<file path="src/pkg/pnp_cfg.svh">
// register offsets, field positions, reset values and the mdio phy address for the next-page / mmd register group
`ifndef PNP_CFG_SVH
`define PNP_CFG_SVH
`define PNP_OFF_LOCAL_NP    5'h07
`define PNP_OFF_PARTNER_NP  5'h08
`define PNP_OFF_EXPANSION   5'h06
`define PNP_OFF_MMD_CTRL    5'h0d
`define PNP_OFF_MMD_WINDOW  5'h0e
`define PNP_OFF_DIG_CTRL    5'h10
`define PNP_NP_MORE_BIT     15
`define PNP_NP_ACK_BIT      14
`define PNP_NP_MSGPAGE_BIT  13
`define PNP_NP_COMPLY_BIT   12
`define PNP_NP_TOGGLE_BIT   11
`define PNP_LOCAL_NP_RST    16'h2001
`define PNP_LOCAL_NP_WMASK  16'hb7ff
`define PNP_EXP_PAGE_BIT    1
`define PNP_DIG_PLL_BIT     4
`define PNP_MMD_FUNC_HI     15
`define PNP_MMD_FUNC_LO     14
`define PNP_MMD_DEV_HI      4
`define PNP_MDIO_PHYAD      5'h01
`endif

</file>
<file path="src/pkg/pnp_pkg.sv">
// types shared by the next-page / mmd register group
package pnp_pkg;
    typedef enum logic [1:0] {
        PNP_FN_ADDR    = 2'b00,
        PNP_FN_DATA    = 2'b01,
        PNP_FN_INC_RW  = 2'b10,
        PNP_FN_INC_WR  = 2'b11
    } pnp_mmd_fn_t;
    typedef enum logic [2:0] {
        PNP_ST_IDLE    = 3'b000,
        PNP_ST_HDR     = 3'b001,
        PNP_ST_TA      = 3'b010,
        PNP_ST_RDATA   = 3'b011,
        PNP_ST_WDATA   = 3'b100
    } pnp_mdio_st_t;
endpackage

</file>
<file path="src/pnp_regs.sv">
// next-page, link-partner next-page, mmd indirect access and digital control registers
`timescale 1ns/100ps
`include "pnp_cfg.svh"
module pnp_regs #(
    parameter int MMD_AW = 16
) (
    // clock and reset
    input  wire logic        ref_clk,
    input  wire logic        sys_rst,
    // management pins
    input  wire logic        mdc,
    input  wire logic        mdio_in,
    output logic             mdio_out,
    output logic             mdio_oe,
    // auto-negotiation engine: local page out
    output logic [15:0]      local_np_word,
    output logic             local_np_ready,
    input  wire logic        local_np_sent,
    // auto-negotiation engine: partner page in
    input  wire logic [15:0] partner_np_in,
    input  wire logic        partner_np_valid,
    // mmd register spaces
    output logic [4:0]       mmd_device_select,
    output logic [MMD_AW-1:0] mmd_addr,
    output logic [15:0]      mmd_wdata,
    output logic             mmd_wr,
    output logic             mmd_rd,
    input  wire logic [15:0] mmd_rdata,
    // power control
    input  wire logic        energy_detect_power_down,
    output logic             pll_off
);
    logic [4:0]  bus_addr;
    logic [15:0] bus_wdata, bus_rdata;
    logic        bus_wr, bus_rd;

    logic [15:0] lnp_reg,  lnp_next;
    logic        tog_reg,  tog_next;
    logic        rdy_reg,  rdy_next;
    logic [15:0] pnp_reg,  pnp_next;
    logic        prx_reg,  prx_next;
    logic        prd_reg,  prd_next;
    logic [15:0] ctl_reg,  ctl_next;
    logic [MMD_AW-1:0] mad_reg [32];
    logic [MMD_AW-1:0] mad_next [32];
    logic        pll_reg,  pll_next;
    logic        mmd_wr_reg, mmd_wr_next, mmd_rd_reg, mmd_rd_next;
    logic [15:0] mwd_reg,  mwd_next;
    pnp_pkg::pnp_mmd_fn_t fn;
    logic [4:0]  dev;

    function automatic logic hit(input logic [4:0] a, input logic [4:0] off);
        return a == off;
    endfunction

    pnp_mdio_slave u_mdio (
        .ref_clk   (ref_clk),
        .sys_rst   (sys_rst),
        .mdc       (mdc),
        .mdio_in   (mdio_in),
        .mdio_out  (mdio_out),
        .mdio_oe   (mdio_oe),
        .reg_addr  (bus_addr),
        .reg_wdata (bus_wdata),
        .reg_wr    (bus_wr),
        .reg_rd    (bus_rd),
        .reg_rdata (bus_rdata)
    );

    assign fn  = pnp_pkg::pnp_mmd_fn_t'(ctl_reg[`PNP_MMD_FUNC_HI:`PNP_MMD_FUNC_LO]);
    assign dev = ctl_reg[`PNP_MMD_DEV_HI:0];
    assign mmd_device_select = dev;
    assign mmd_addr       = mad_reg[dev];
    assign mmd_wdata      = mwd_reg;
    assign mmd_wr         = mmd_wr_reg;
    assign mmd_rd         = mmd_rd_reg;
    assign local_np_word  = {lnp_reg[15:12], tog_reg, lnp_reg[10:0]};
    assign local_np_ready = rdy_reg;
    assign pll_off        = pll_reg & energy_detect_power_down;

    // read mux
    always_comb begin
        bus_rdata = 16'h0000;
        if (hit(bus_addr, `PNP_OFF_LOCAL_NP)) begin
            bus_rdata = {lnp_reg[15], 1'b0, lnp_reg[13:12], tog_reg, lnp_reg[10:0]};
        end else if (hit(bus_addr, `PNP_OFF_PARTNER_NP)) begin
            bus_rdata = pnp_reg;
        end else if (hit(bus_addr, `PNP_OFF_EXPANSION)) begin
            // value captured at the read strobe, before the clear lands
            bus_rdata[`PNP_EXP_PAGE_BIT] = prd_reg;
        end else if (hit(bus_addr, `PNP_OFF_MMD_CTRL)) begin
            bus_rdata = ctl_reg;
        end else if (hit(bus_addr, `PNP_OFF_MMD_WINDOW)) begin
            if (fn == pnp_pkg::PNP_FN_ADDR) begin
                bus_rdata = 16'(mad_reg[dev]);
            end else begin
                bus_rdata = mmd_rdata;
            end
        end else if (hit(bus_addr, `PNP_OFF_DIG_CTRL)) begin
            bus_rdata[`PNP_DIG_PLL_BIT] = pll_reg;
        end
    end

    always_comb begin
        lnp_next    = lnp_reg;
        tog_next    = tog_reg;
        rdy_next    = rdy_reg;
        pnp_next    = pnp_reg;
        prx_next    = prx_reg;
        prd_next    = prd_reg;
        ctl_next    = ctl_reg;
        mad_next    = mad_reg;
        pll_next    = pll_reg;
        mmd_wr_next = 1'b0;
        mmd_rd_next = 1'b0;
        mwd_next    = mwd_reg;
        if (local_np_sent) begin
            rdy_next = 1'b0;
        end
        if (bus_wr && hit(bus_addr, `PNP_OFF_LOCAL_NP)) begin
            lnp_next = bus_wdata & `PNP_LOCAL_NP_WMASK;
            rdy_next = 1'b1;
            tog_next = ~tog_reg;
        end
        if (bus_wr && hit(bus_addr, `PNP_OFF_MMD_CTRL)) begin
            ctl_next = bus_wdata;
        end
        if (bus_wr && hit(bus_addr, `PNP_OFF_DIG_CTRL)) begin
            pll_next = bus_wdata[`PNP_DIG_PLL_BIT];
        end
        if (bus_rd && hit(bus_addr, `PNP_OFF_EXPANSION)) begin
            prd_next = prx_reg;
            prx_next = 1'b0;
        end
        if (partner_np_valid) begin
            pnp_next = partner_np_in;
            prx_next = 1'b1;
        end
        if (hit(bus_addr, `PNP_OFF_MMD_WINDOW) && (bus_wr || bus_rd)) begin
            if (fn == pnp_pkg::PNP_FN_ADDR) begin
                if (bus_wr) begin
                    mad_next[dev] = bus_wdata[MMD_AW-1:0];
                end
            end else begin
                mmd_wr_next = bus_wr;
                mmd_rd_next = bus_rd;
                mwd_next    = bus_wdata;
            end
        end
        // advance only after the strobe has gone out with the old address
        if ((mmd_rd_reg && fn == pnp_pkg::PNP_FN_INC_RW) ||
            (mmd_wr_reg && (fn == pnp_pkg::PNP_FN_INC_RW || fn == pnp_pkg::PNP_FN_INC_WR))) begin
            mad_next[dev] = mad_reg[dev] + MMD_AW'(1);
        end
    end

    always_ff @(posedge ref_clk) begin
        if (sys_rst) begin
            lnp_reg    <= `PNP_LOCAL_NP_RST;
            tog_reg    <= 1'b0;
            rdy_reg    <= 1'b0;
            pnp_reg    <= 16'h0000;
            prx_reg    <= 1'b0;
            prd_reg    <= 1'b0;
            ctl_reg    <= 16'h0000;
            mad_reg    <= '{default: '0};
            pll_reg    <= 1'b0;
            mmd_wr_reg <= 1'b0;
            mmd_rd_reg <= 1'b0;
            mwd_reg    <= 16'h0000;
        end else begin
            lnp_reg    <= lnp_next;
            tog_reg    <= tog_next;
            rdy_reg    <= rdy_next;
            pnp_reg    <= pnp_next;
            prx_reg    <= prx_next;
            prd_reg    <= prd_next;
            ctl_reg    <= ctl_next;
            mad_reg    <= mad_next;
            pll_reg    <= pll_next;
            mmd_wr_reg <= mmd_wr_next;
            mmd_rd_reg <= mmd_rd_next;
            mwd_reg    <= mwd_next;
        end
    end
endmodule

</file>
<file path="src/pnp_mdio_slave.sv">
// mdio serial slave: decodes clause-22 frames into register read and write strobes
`timescale 1ns/100ps
`include "pnp_cfg.svh"
module pnp_mdio_slave (
    // clock and reset
    input  wire logic        ref_clk,
    input  wire logic        sys_rst,
    // management pins
    input  wire logic        mdc,
    input  wire logic        mdio_in,
    output logic             mdio_out,
    output logic             mdio_oe,
    // register side
    output logic [4:0]       reg_addr,
    output logic [15:0]      reg_wdata,
    output logic             reg_wr,
    output logic             reg_rd,
    input  wire logic [15:0] reg_rdata
);
    logic [2:0]  mdc_sync_reg,  mdc_sync_next;
    logic [1:0]  dio_sync_reg,  dio_sync_next;
    pnp_pkg::pnp_mdio_st_t st_reg, st_next;
    logic [5:0]  cnt_reg,  cnt_next;
    logic [13:0] hdr_reg,  hdr_next;
    logic [15:0] sh_reg,   sh_next;
    logic [4:0]  addr_reg, addr_next;
    logic        wr_reg, wr_next, rd_reg, rd_next, out_reg, out_next, oe_reg, oe_next;
    logic        rise, fall;

    assign rise      = mdc_sync_reg[1] & ~mdc_sync_reg[2];
    assign fall      = ~mdc_sync_reg[1] & mdc_sync_reg[2];
    assign reg_addr  = addr_reg;
    assign reg_wdata = sh_reg;
    assign reg_wr    = wr_reg;
    assign reg_rd    = rd_reg;
    assign mdio_out  = out_reg;
    assign mdio_oe   = oe_reg;

    always_comb begin
        mdc_sync_next = {mdc_sync_reg[1:0], mdc};
        dio_sync_next = {dio_sync_reg[0], mdio_in};
        st_next   = st_reg;
        cnt_next  = cnt_reg;
        hdr_next  = hdr_reg;
        sh_next   = sh_reg;
        addr_next = addr_reg;
        wr_next   = 1'b0;
        rd_next   = 1'b0;
        out_next  = out_reg;
        oe_next   = oe_reg;
        unique case (st_reg)
            pnp_pkg::PNP_ST_IDLE: begin
                oe_next = 1'b0;
                // wait for the 01 start pattern after preamble ones
                if (rise) begin
                    hdr_next = {hdr_reg[12:0], dio_sync_reg[1]};
                    if (hdr_reg[0] == 1'b0 && dio_sync_reg[1] == 1'b1 && hdr_reg[1] == 1'b1) begin
                        st_next  = pnp_pkg::PNP_ST_HDR;
                        cnt_next = 6'h0c;
                        hdr_next = 14'h0000;
                    end
                end
            end
            pnp_pkg::PNP_ST_HDR: begin
                // op(2) phyad(5) regad(5)
                if (rise) begin
                    hdr_next = {hdr_reg[12:0], dio_sync_reg[1]};
                    cnt_next = cnt_reg - 6'h01;
                    if (cnt_reg == 6'h01) begin
                        addr_next = hdr_next[4:0];
                        if (hdr_next[9:5] != `PNP_MDIO_PHYAD) begin
                            st_next = pnp_pkg::PNP_ST_IDLE;
                        end else begin
                            st_next  = pnp_pkg::PNP_ST_TA;
                            cnt_next = 6'h02;
                            if (hdr_next[11:10] == 2'b10) begin
                                rd_next = 1'b1;
                            end
                        end
                    end
                end
            end
            pnp_pkg::PNP_ST_TA: begin
                if (hdr_reg[11:10] == 2'b10) begin
                    if (fall) begin
                        cnt_next = cnt_reg - 6'h01;
                        if (cnt_reg == 6'h02) begin
                            sh_next = reg_rdata;
                        end else begin
                            oe_next  = 1'b1;
                            out_next = 1'b0;
                            st_next  = pnp_pkg::PNP_ST_RDATA;
                            cnt_next = 6'h10;
                        end
                    end
                end else if (rise) begin
                    cnt_next = cnt_reg - 6'h01;
                    if (cnt_reg == 6'h01) begin
                        st_next  = pnp_pkg::PNP_ST_WDATA;
                        cnt_next = 6'h10;
                    end
                end
            end
            pnp_pkg::PNP_ST_RDATA: begin
                if (fall) begin
                    if (cnt_reg == 6'h00) begin
                        oe_next  = 1'b0;
                        // stale header bits must not fake a start pattern
                        hdr_next = 14'h0000;
                        st_next = pnp_pkg::PNP_ST_IDLE;
                    end else begin
                        out_next = sh_reg[15];
                        sh_next  = {sh_reg[14:0], 1'b0};
                        cnt_next = cnt_reg - 6'h01;
                    end
                end
            end
            pnp_pkg::PNP_ST_WDATA: begin
                if (rise) begin
                    sh_next  = {sh_reg[14:0], dio_sync_reg[1]};
                    cnt_next = cnt_reg - 6'h01;
                    if (cnt_reg == 6'h01) begin
                        // only a genuine write opcode commits
                        wr_next  = (hdr_reg[11:10] == 2'b01);
                        hdr_next = 14'h0000;
                        st_next  = pnp_pkg::PNP_ST_IDLE;
                    end
                end
            end
            default: st_next = pnp_pkg::PNP_ST_IDLE;
        endcase
    end

    always_ff @(posedge ref_clk) begin
        if (sys_rst) begin
            mdc_sync_reg <= 3'h0;
            dio_sync_reg <= 2'h0;
            st_reg       <= pnp_pkg::PNP_ST_IDLE;
            cnt_reg      <= 6'h00;
            hdr_reg      <= 14'h0000;
            sh_reg       <= 16'h0000;
            addr_reg     <= 5'h00;
            wr_reg       <= 1'b0;
            rd_reg       <= 1'b0;
            out_reg      <= 1'b0;
            oe_reg       <= 1'b0;
        end else begin
            mdc_sync_reg <= mdc_sync_next;
            dio_sync_reg <= dio_sync_next;
            st_reg       <= st_next;
            cnt_reg      <= cnt_next;
            hdr_reg      <= hdr_next;
            sh_reg       <= sh_next;
            addr_reg     <= addr_next;
            wr_reg       <= wr_next;
            rd_reg       <= rd_next;
            out_reg      <= out_next;
            oe_reg       <= oe_next;
        end
    end
endmodule

</file>
<file path="config.mk">
export PLATFORM = sky130hd
export DESIGN_NAME = pnp_regs
export DESIGN_NICKNAME = d
export VERILOG_FILES = /design/src/pkg/pnp_pkg.sv /design/src/pnp_regs.sv /design/src/pnp_mdio_slave.sv
export VERILOG_INCLUDE_DIRS = /design/src /design/src/pkg
export SDC_FILE = /design/constraint.sdc
export NUM_CORES = 2
export LEC_CHECK = 0
export BUFFER_PORTS_ARGS = -buffer_cell sky130_fd_sc_hd__buf_2
export CAP_MARGIN = 5
export CORE_ASPECT_RATIO = 1.1
export CORE_UTILIZATION = 63
export DETAILED_ROUTE_END_ITERATION = 8
export HOLD_SLACK_MARGIN = 0.03
export PLACE_DENSITY = 0.8
export RECOVER_POWER = 25
export SYNTH_ARGS = -nofsm -noshare
export SYNTH_HDL_FRONTEND = slang
export SYNTH_HIERARCHICAL = 1
export SYNTH_SLANG_ARGS = --single-unit
export TNS_END_PERCENT = 30
</file>
<file path="constraint.sdc">
create_clock -name ref_clk -period 4.15 [get_ports ref_clk]
set_input_delay 0.83 -clock ref_clk [delete_from_list [all_inputs] [get_ports ref_clk]]
set_output_delay 0.83 -clock ref_clk [all_outputs]
set_load 0.03 [all_outputs]
</file>
* Yosys cells after proc, flatten, opt, wreduce, memory -nomap -nowiden
Cells that the tools add are included. W data, S select, Z words.
Cells by class: reductions and logical operators 34, multipliers 0, $add $sub $neg 2, muxes and demuxes 83, shifts and indexed selects 0, div/mod/pow operators 0, equal/unequal tests 35, bitwise gates (word level) 14, order comparisons 2
Operator list (number):
- $mux W512 | 4
- $bwmux W512 | 2
- $mux W16 | 13
- $mux W12 | 7
- $bmux W16 S5 | 1
- $demux W16 S5 | 1
- $mux W6 | 13
- $pmux W12 S4 | 1
- $pmux W16 S3 | 1
- $mux W3 | 13
- $pmux W6 S5 | 1
- $ne A2 B1 Y1 const B | 11
- $mux W1 | 19
- $add A16 B1 Y16 const B | 1
- $eq A5 B4 Y1 const B | 3
- $pmux W3 S5 | 1
- $mux W14 | 1
- $reduce_and A7 Y1 | 2
- $reduce_and A12 Y1 | 1
- $reduce_and A6 Y1 | 2
- $mux W11 | 1
- $eq A5 B3 Y1 const B | 2
- $logic_and A1 B1 Y1 | 10
- $not A1 Y1 | 10
- 36 further kinds | 49
Word-level totals: memory bits (read-only) 0, bits in writable memories 0, logic and storage cells 224, memories 0, register bits after elaboration 632, bits in latches 0, bits of input ports 39

* Depth between registers and ports, before layout
depth after elaboration 14, mapped depth 14

* Cells and area by module
Netlist, hierarchy kept.
Modules (own cells, without submodules):
- pnp_regs | seq. area each 11631.2 µm², cells an instance 3417, times used 1, area an instance 31021.0 µm²
- pnp_mdio_slave | seq. area each 1021.0 µm², cells an instance 307, times used 1, area an instance 2501.1 µm²

* Worst setup path before layout
OpenSTA, ideal clock, no wires.
kind register to register, start register ctl_reg[3], end register mad_reg[106] in the netlist's numbering, setup slack 0.481 ns, stages on the path, launching flop included 15, buffers on the path 4, library setup time 0.132 ns, data arrival time 3.536 ns, cells stage by stage dfxtp_1 -> buf_2 -> or4_1 -> buf_2 -> o22ai_1 -> nor4_1 -> nand2_1 -> clkbuf_1 -> ha_1 -> a21boi_2 -> nand2_2 -> nor4b_4 -> xnor2_1 -> clkbuf_1 -> a21oi_1
RTL lines:
- start: declaration | RTL line pnp_regs.sv:43 | logic [15:0] ctl_reg, ctl_next;
- start signal: assignment | RTL line pnp_regs.sv:178 | ctl_reg <= ctl_next;
- $not A5 Y6
- $bmux W16 S5
- $mux W16 (2 in series)
- via mmd_addr[0] | RTL line pnp_regs.sv:24 | output logic [MMD_AW-1:0] mmd_addr,
- $add A16 B1 Y16 | RTL line pnp_regs.sv:153 | mad_next[dev] = mad_reg[dev] + MMD_AW'(1);
- $bwmux W512 | RTL line pnp_regs.sv:153
- $mux W512 | RTL line pnp_regs.sv:151 | if ((mmd_rd_reg && fn == pnp_pkg::PNP_FN_INC_RW) ||
- end signal: assignment | RTL line pnp_regs.sv:179 | mad_reg <= mad_next;
- end: declaration | RTL line pnp_regs.sv:44 | logic [MMD_AW-1:0] mad_reg [32];
The timed path passes the listed nets, and every way through them passes these cells. The select of a mux whose other input is x is not followed. A chain may end at the register's enable or synchronous reset.

* Final worst setup path
start register ctl_reg[1], end output mmd_addr[8]
On the way: word-level cells in the longest chain between the ends 4
RTL lines:
- $not A5 Y6 (implied by the code) | RTL line pnp_regs.sv:73 | assign mmd_addr = mad_reg[dev];
- $bmux W16 S5 | RTL line pnp_regs.sv:73
- $mux W16 (implied by the code) (2 in series) | RTL line pnp_regs.sv:73
- end: declaration | RTL line pnp_regs.sv:24
Every way passes these cells. The select of a mux whose other input is x is not followed.

==> metrics.md <==
| Metric | Value |
|---|---|
| GR Overflow Total | 0 |
| TritonCTS clock tree | done |
| Most frequent cells in the layout | dfxtp_1, a211oi_1, mux2i_1, nor2_1, nor2b_1 |
| Initial antenna violation count | 1 |
| Post-Route WL | 129000 um |
| RSZ-0062 raised after global routing | yes |
| Number of global-route vias before repair | 30414 |
| Layout cell share with drive strength beyond 1 | 14.85% |
| Synth cell types | 76 |
| 1st-iter DRT viols | 4513 |
| Die Ht | 243.9 um |
| Later-pin clock latency in the skew report | 640 ps |
| CTS Sinks | 632 |
| Fmax | 0.2383 GHz |
| First drt pass iteration count | 9 |
| Multi-input gate area | 19360 sq um |
| Sequential Area | 12680 sq um |
| Critical Path Source Type | flop |
| DR vias | 31962 |
| Largest buffer count on any clock path | 3 |
| MaxCap Viol Count | 3 |
| Gpl congestion | 1.091 |
| Rows | 88 |
| DRC viols | 2 |
| Largest net degree at the start of global routing | 102 |
| Synth Area per Inst | 9.002 sq um |
| CP endpoint kind | output pin |
| Setup tns final | -61.34 ps |
| Area Growth Syn to Fin | 12.44% |
| Finished Layout Cells | 4419 |
| Final setup violation count | 2 |
| Outcome | finished with violations |
| Global-route wire length before repair | 192300 um |
| Core area | 52520 sq um |
| Final worst slack | -46.92 ps |
| Max reg flops | 512 |
| Critical path type | flop to output pin |
| Post-Route Utilization | 71.76% |
| Initial Util | 63.83% |
| CTS Buf Count | 66 |
| Worst Tran Pin Value | 2566 ps |
| Cell total after placement | 4297 |
| Final hold vios | 0 |
| CP max FO | 30 |
| CP Cell Sequence | buf_12 -> buf_12 -> mux2i_1 -> o22ai_1 -> nor4_4 -> nand2_2 -> buf_2 |
| Clk_skew | 23.44 ps |
| Crit path DAT | 3370 ps |
| Critical Path RT | 3320 ps |
| Critical Path Most Common Cell | buf_12 |
| Slowest stage delay, CP | 550 ps |
| Final worst-path cycle share | 101.1% |
| Pwr Density | 333.6 nW/um^2 |
| Routed wire per std cell | 29.18 um |
| Post-layout net count | 3737 |
| Failing checks | design-rule violations, max-capacitance violations, max-slew violations, negative setup slack |
| Syn Nets | 3768 |
| Crit path max-delay cell type | nor4_4 |
| Synth async-reset ratio | 0% |
| Yosys reg bits | 632 |
| Vias per Instance | 7.233 |
| Die width | 221.9 um |
| Cts hold-fix bufs | 0 |
| Synth Instances | 3724 |
| Worst-path clk slew | 60 ps |
| Number of max-slew violations in the final report | 133 |
| Post-Syn Area | 33520 sq um |
| Seq/Total Area, Yosys | 37.74% |
| Final worst path period need | 4197 ps |
| Worst hold path type | input port to flop |
| Syn. warnings | 6 |
| Port buffer count | 96 |
| Worst vdd ir | 0.0003820 V |
| Antenna-violating nets left | 0 |
| Place WS | 29.26 ps |
| CTS H-tree depth | 3 |
| Most common cell after layout, fill and taps aside | dfxtp_1 |
| GRT Total Usage | 46.53% |
| Top Ports | 98 |
| DP HPWL | 84450 um |
| Total Power | 12570 uW |
| EDFF count, synth | 0 |
| Ant diodes | 0 |
| Leak Pwr | 0.01215 uW |
| Most common flop cell mapped by yosys | dfxtp_1 |
| Die area | 54140 sq um |
| Filler instances | 3893 |
| Clock root buffer | clkbuf_16 |
| Worst slew margin | -71.07% |
==> worst max-delay path: cells and delay by family, from the launching register on <==
kind                   cells  cell delay (ps)
DFF                        1              370
and+or+nand+nor            2              830
buffers and inverters      3              710
AOI/OAI and AO/OA          1              270
muxes                      1              520
==> metal layers <==
| metal | GRT usage, % | routed length, um |
|---|---|---|
| met2 | 68.40 | 54540 |
| met3 | 15.22 | 17120 |
| met1 | 58.83 | 48370 |
| met4 | 29.33 | 8914 |
| met5 | 0 | 13 |
==> what timing repair did <==
item / in CTS / in global routing
buffers inserted: 3 / 0
resized for setup: 11 / 23
endpoints found under the setup margin: 11 / 12
pin swaps: 0 / 2
==> report_power, final <==
part	total [uW]	internal (uW)	switching, uW	leakage [uW]
Clock	6310	3730	2580	0.00111
Sequential	6080	6080	9.07	0.00510
Combinational	178	41.5	137	0.00593
==> cell usage after synthesis, types with 9 or more instances <==
cell type	number	area [sq um]
nor2b_1	254	1589
buf_4	26	195.2
nand3b_1	10	75.07
buf_2	101	505.5
dfxtp_1	632	12650
xnor2_1	13	113.9
a222oi_1	13	130.1
o22ai_1	120	750.7
nor4_1	34	212.7
a311oi_1	15	131.4
a21o_1	136	1021
a211oi_2	52	650.6
nor2_1	288	1081
clkbuf_1	256	960.9
mux2i_1	539	5395
a31oi_1	16	100.1
nand2_1	181	679.4
a22oi_1	14	105.1
o21ai_0	9	45.04
nand2b_1	12	75.07
nand3_1	35	175.2
buf_1	26	97.59
a211oi_1	557	4182
a21oi_1	215	1076
and3_1	15	93.84
nor3_1	19	95.09
==> final cells by class <==
cell class              instances  share of cell area (%)
clock buffers                 105                   5.590
clock inverters                14                  0.4780
inverters                       8                 0.07967
multi-input cells            2670                   51.36
flip-flops and latches        632                   33.63
well taps                     675                   2.241
repair buffers                315                   6.613
==> kinds of logic (layout without fill, tap and decap cells) <==
logic type | count (synthesis) | count (layout) | share of synthesized area, %
other | 1 | 1 | 0.01119
AOI/OAI and AO/OA | 1176 | 1176 | 25.19
adders and majority gates | 5 | 5 | 0.1866
and+or+nand+nor | 925 | 925 | 14.30
DFF | 632 | 632 | 37.74
buffers and inverters | 422 | 442 | 5.505
muxes | 549 | 549 | 16.70
xor gates and xnor gates | 14 | 14 | 0.3658
==> final timing paths <==
path                                  startpoint                                 to  slack [ps]  cells after the start
setup / recovery         ctl_reg[1]$_SDFFE_PP0P_                        mmd_addr[8]         -50                      7
hold / removal                               mdc  u_mdio/mdc_sync_reg[0]$_SDFF_PP0_         420                      2
setup reg to reg  u_mdio/cnt_reg[2]$_SDFFE_PP0P_   u_mdio/reg_wdata[6]$_SDFFE_PP0P_         270                      5
hold reg to reg   u_mdio/hdr_reg[9]$_SDFFE_PP0P_           u_mdio/reg_rd$_SDFF_PP0_         450                      1
==> metrics by stage <==
stage          instance area (sq um)  hold slack (ps)
3_3_place_gp                   35340            422.2
2_1_floorplan                  33520            413.8
5_1_grt                        37690            448.5
3_5_place_dp                   35340            440.9
6_report                       37690            424.2
4_1_cts                        37730            419.0
No activity file was read; power rests on OpenSTA's default activity.
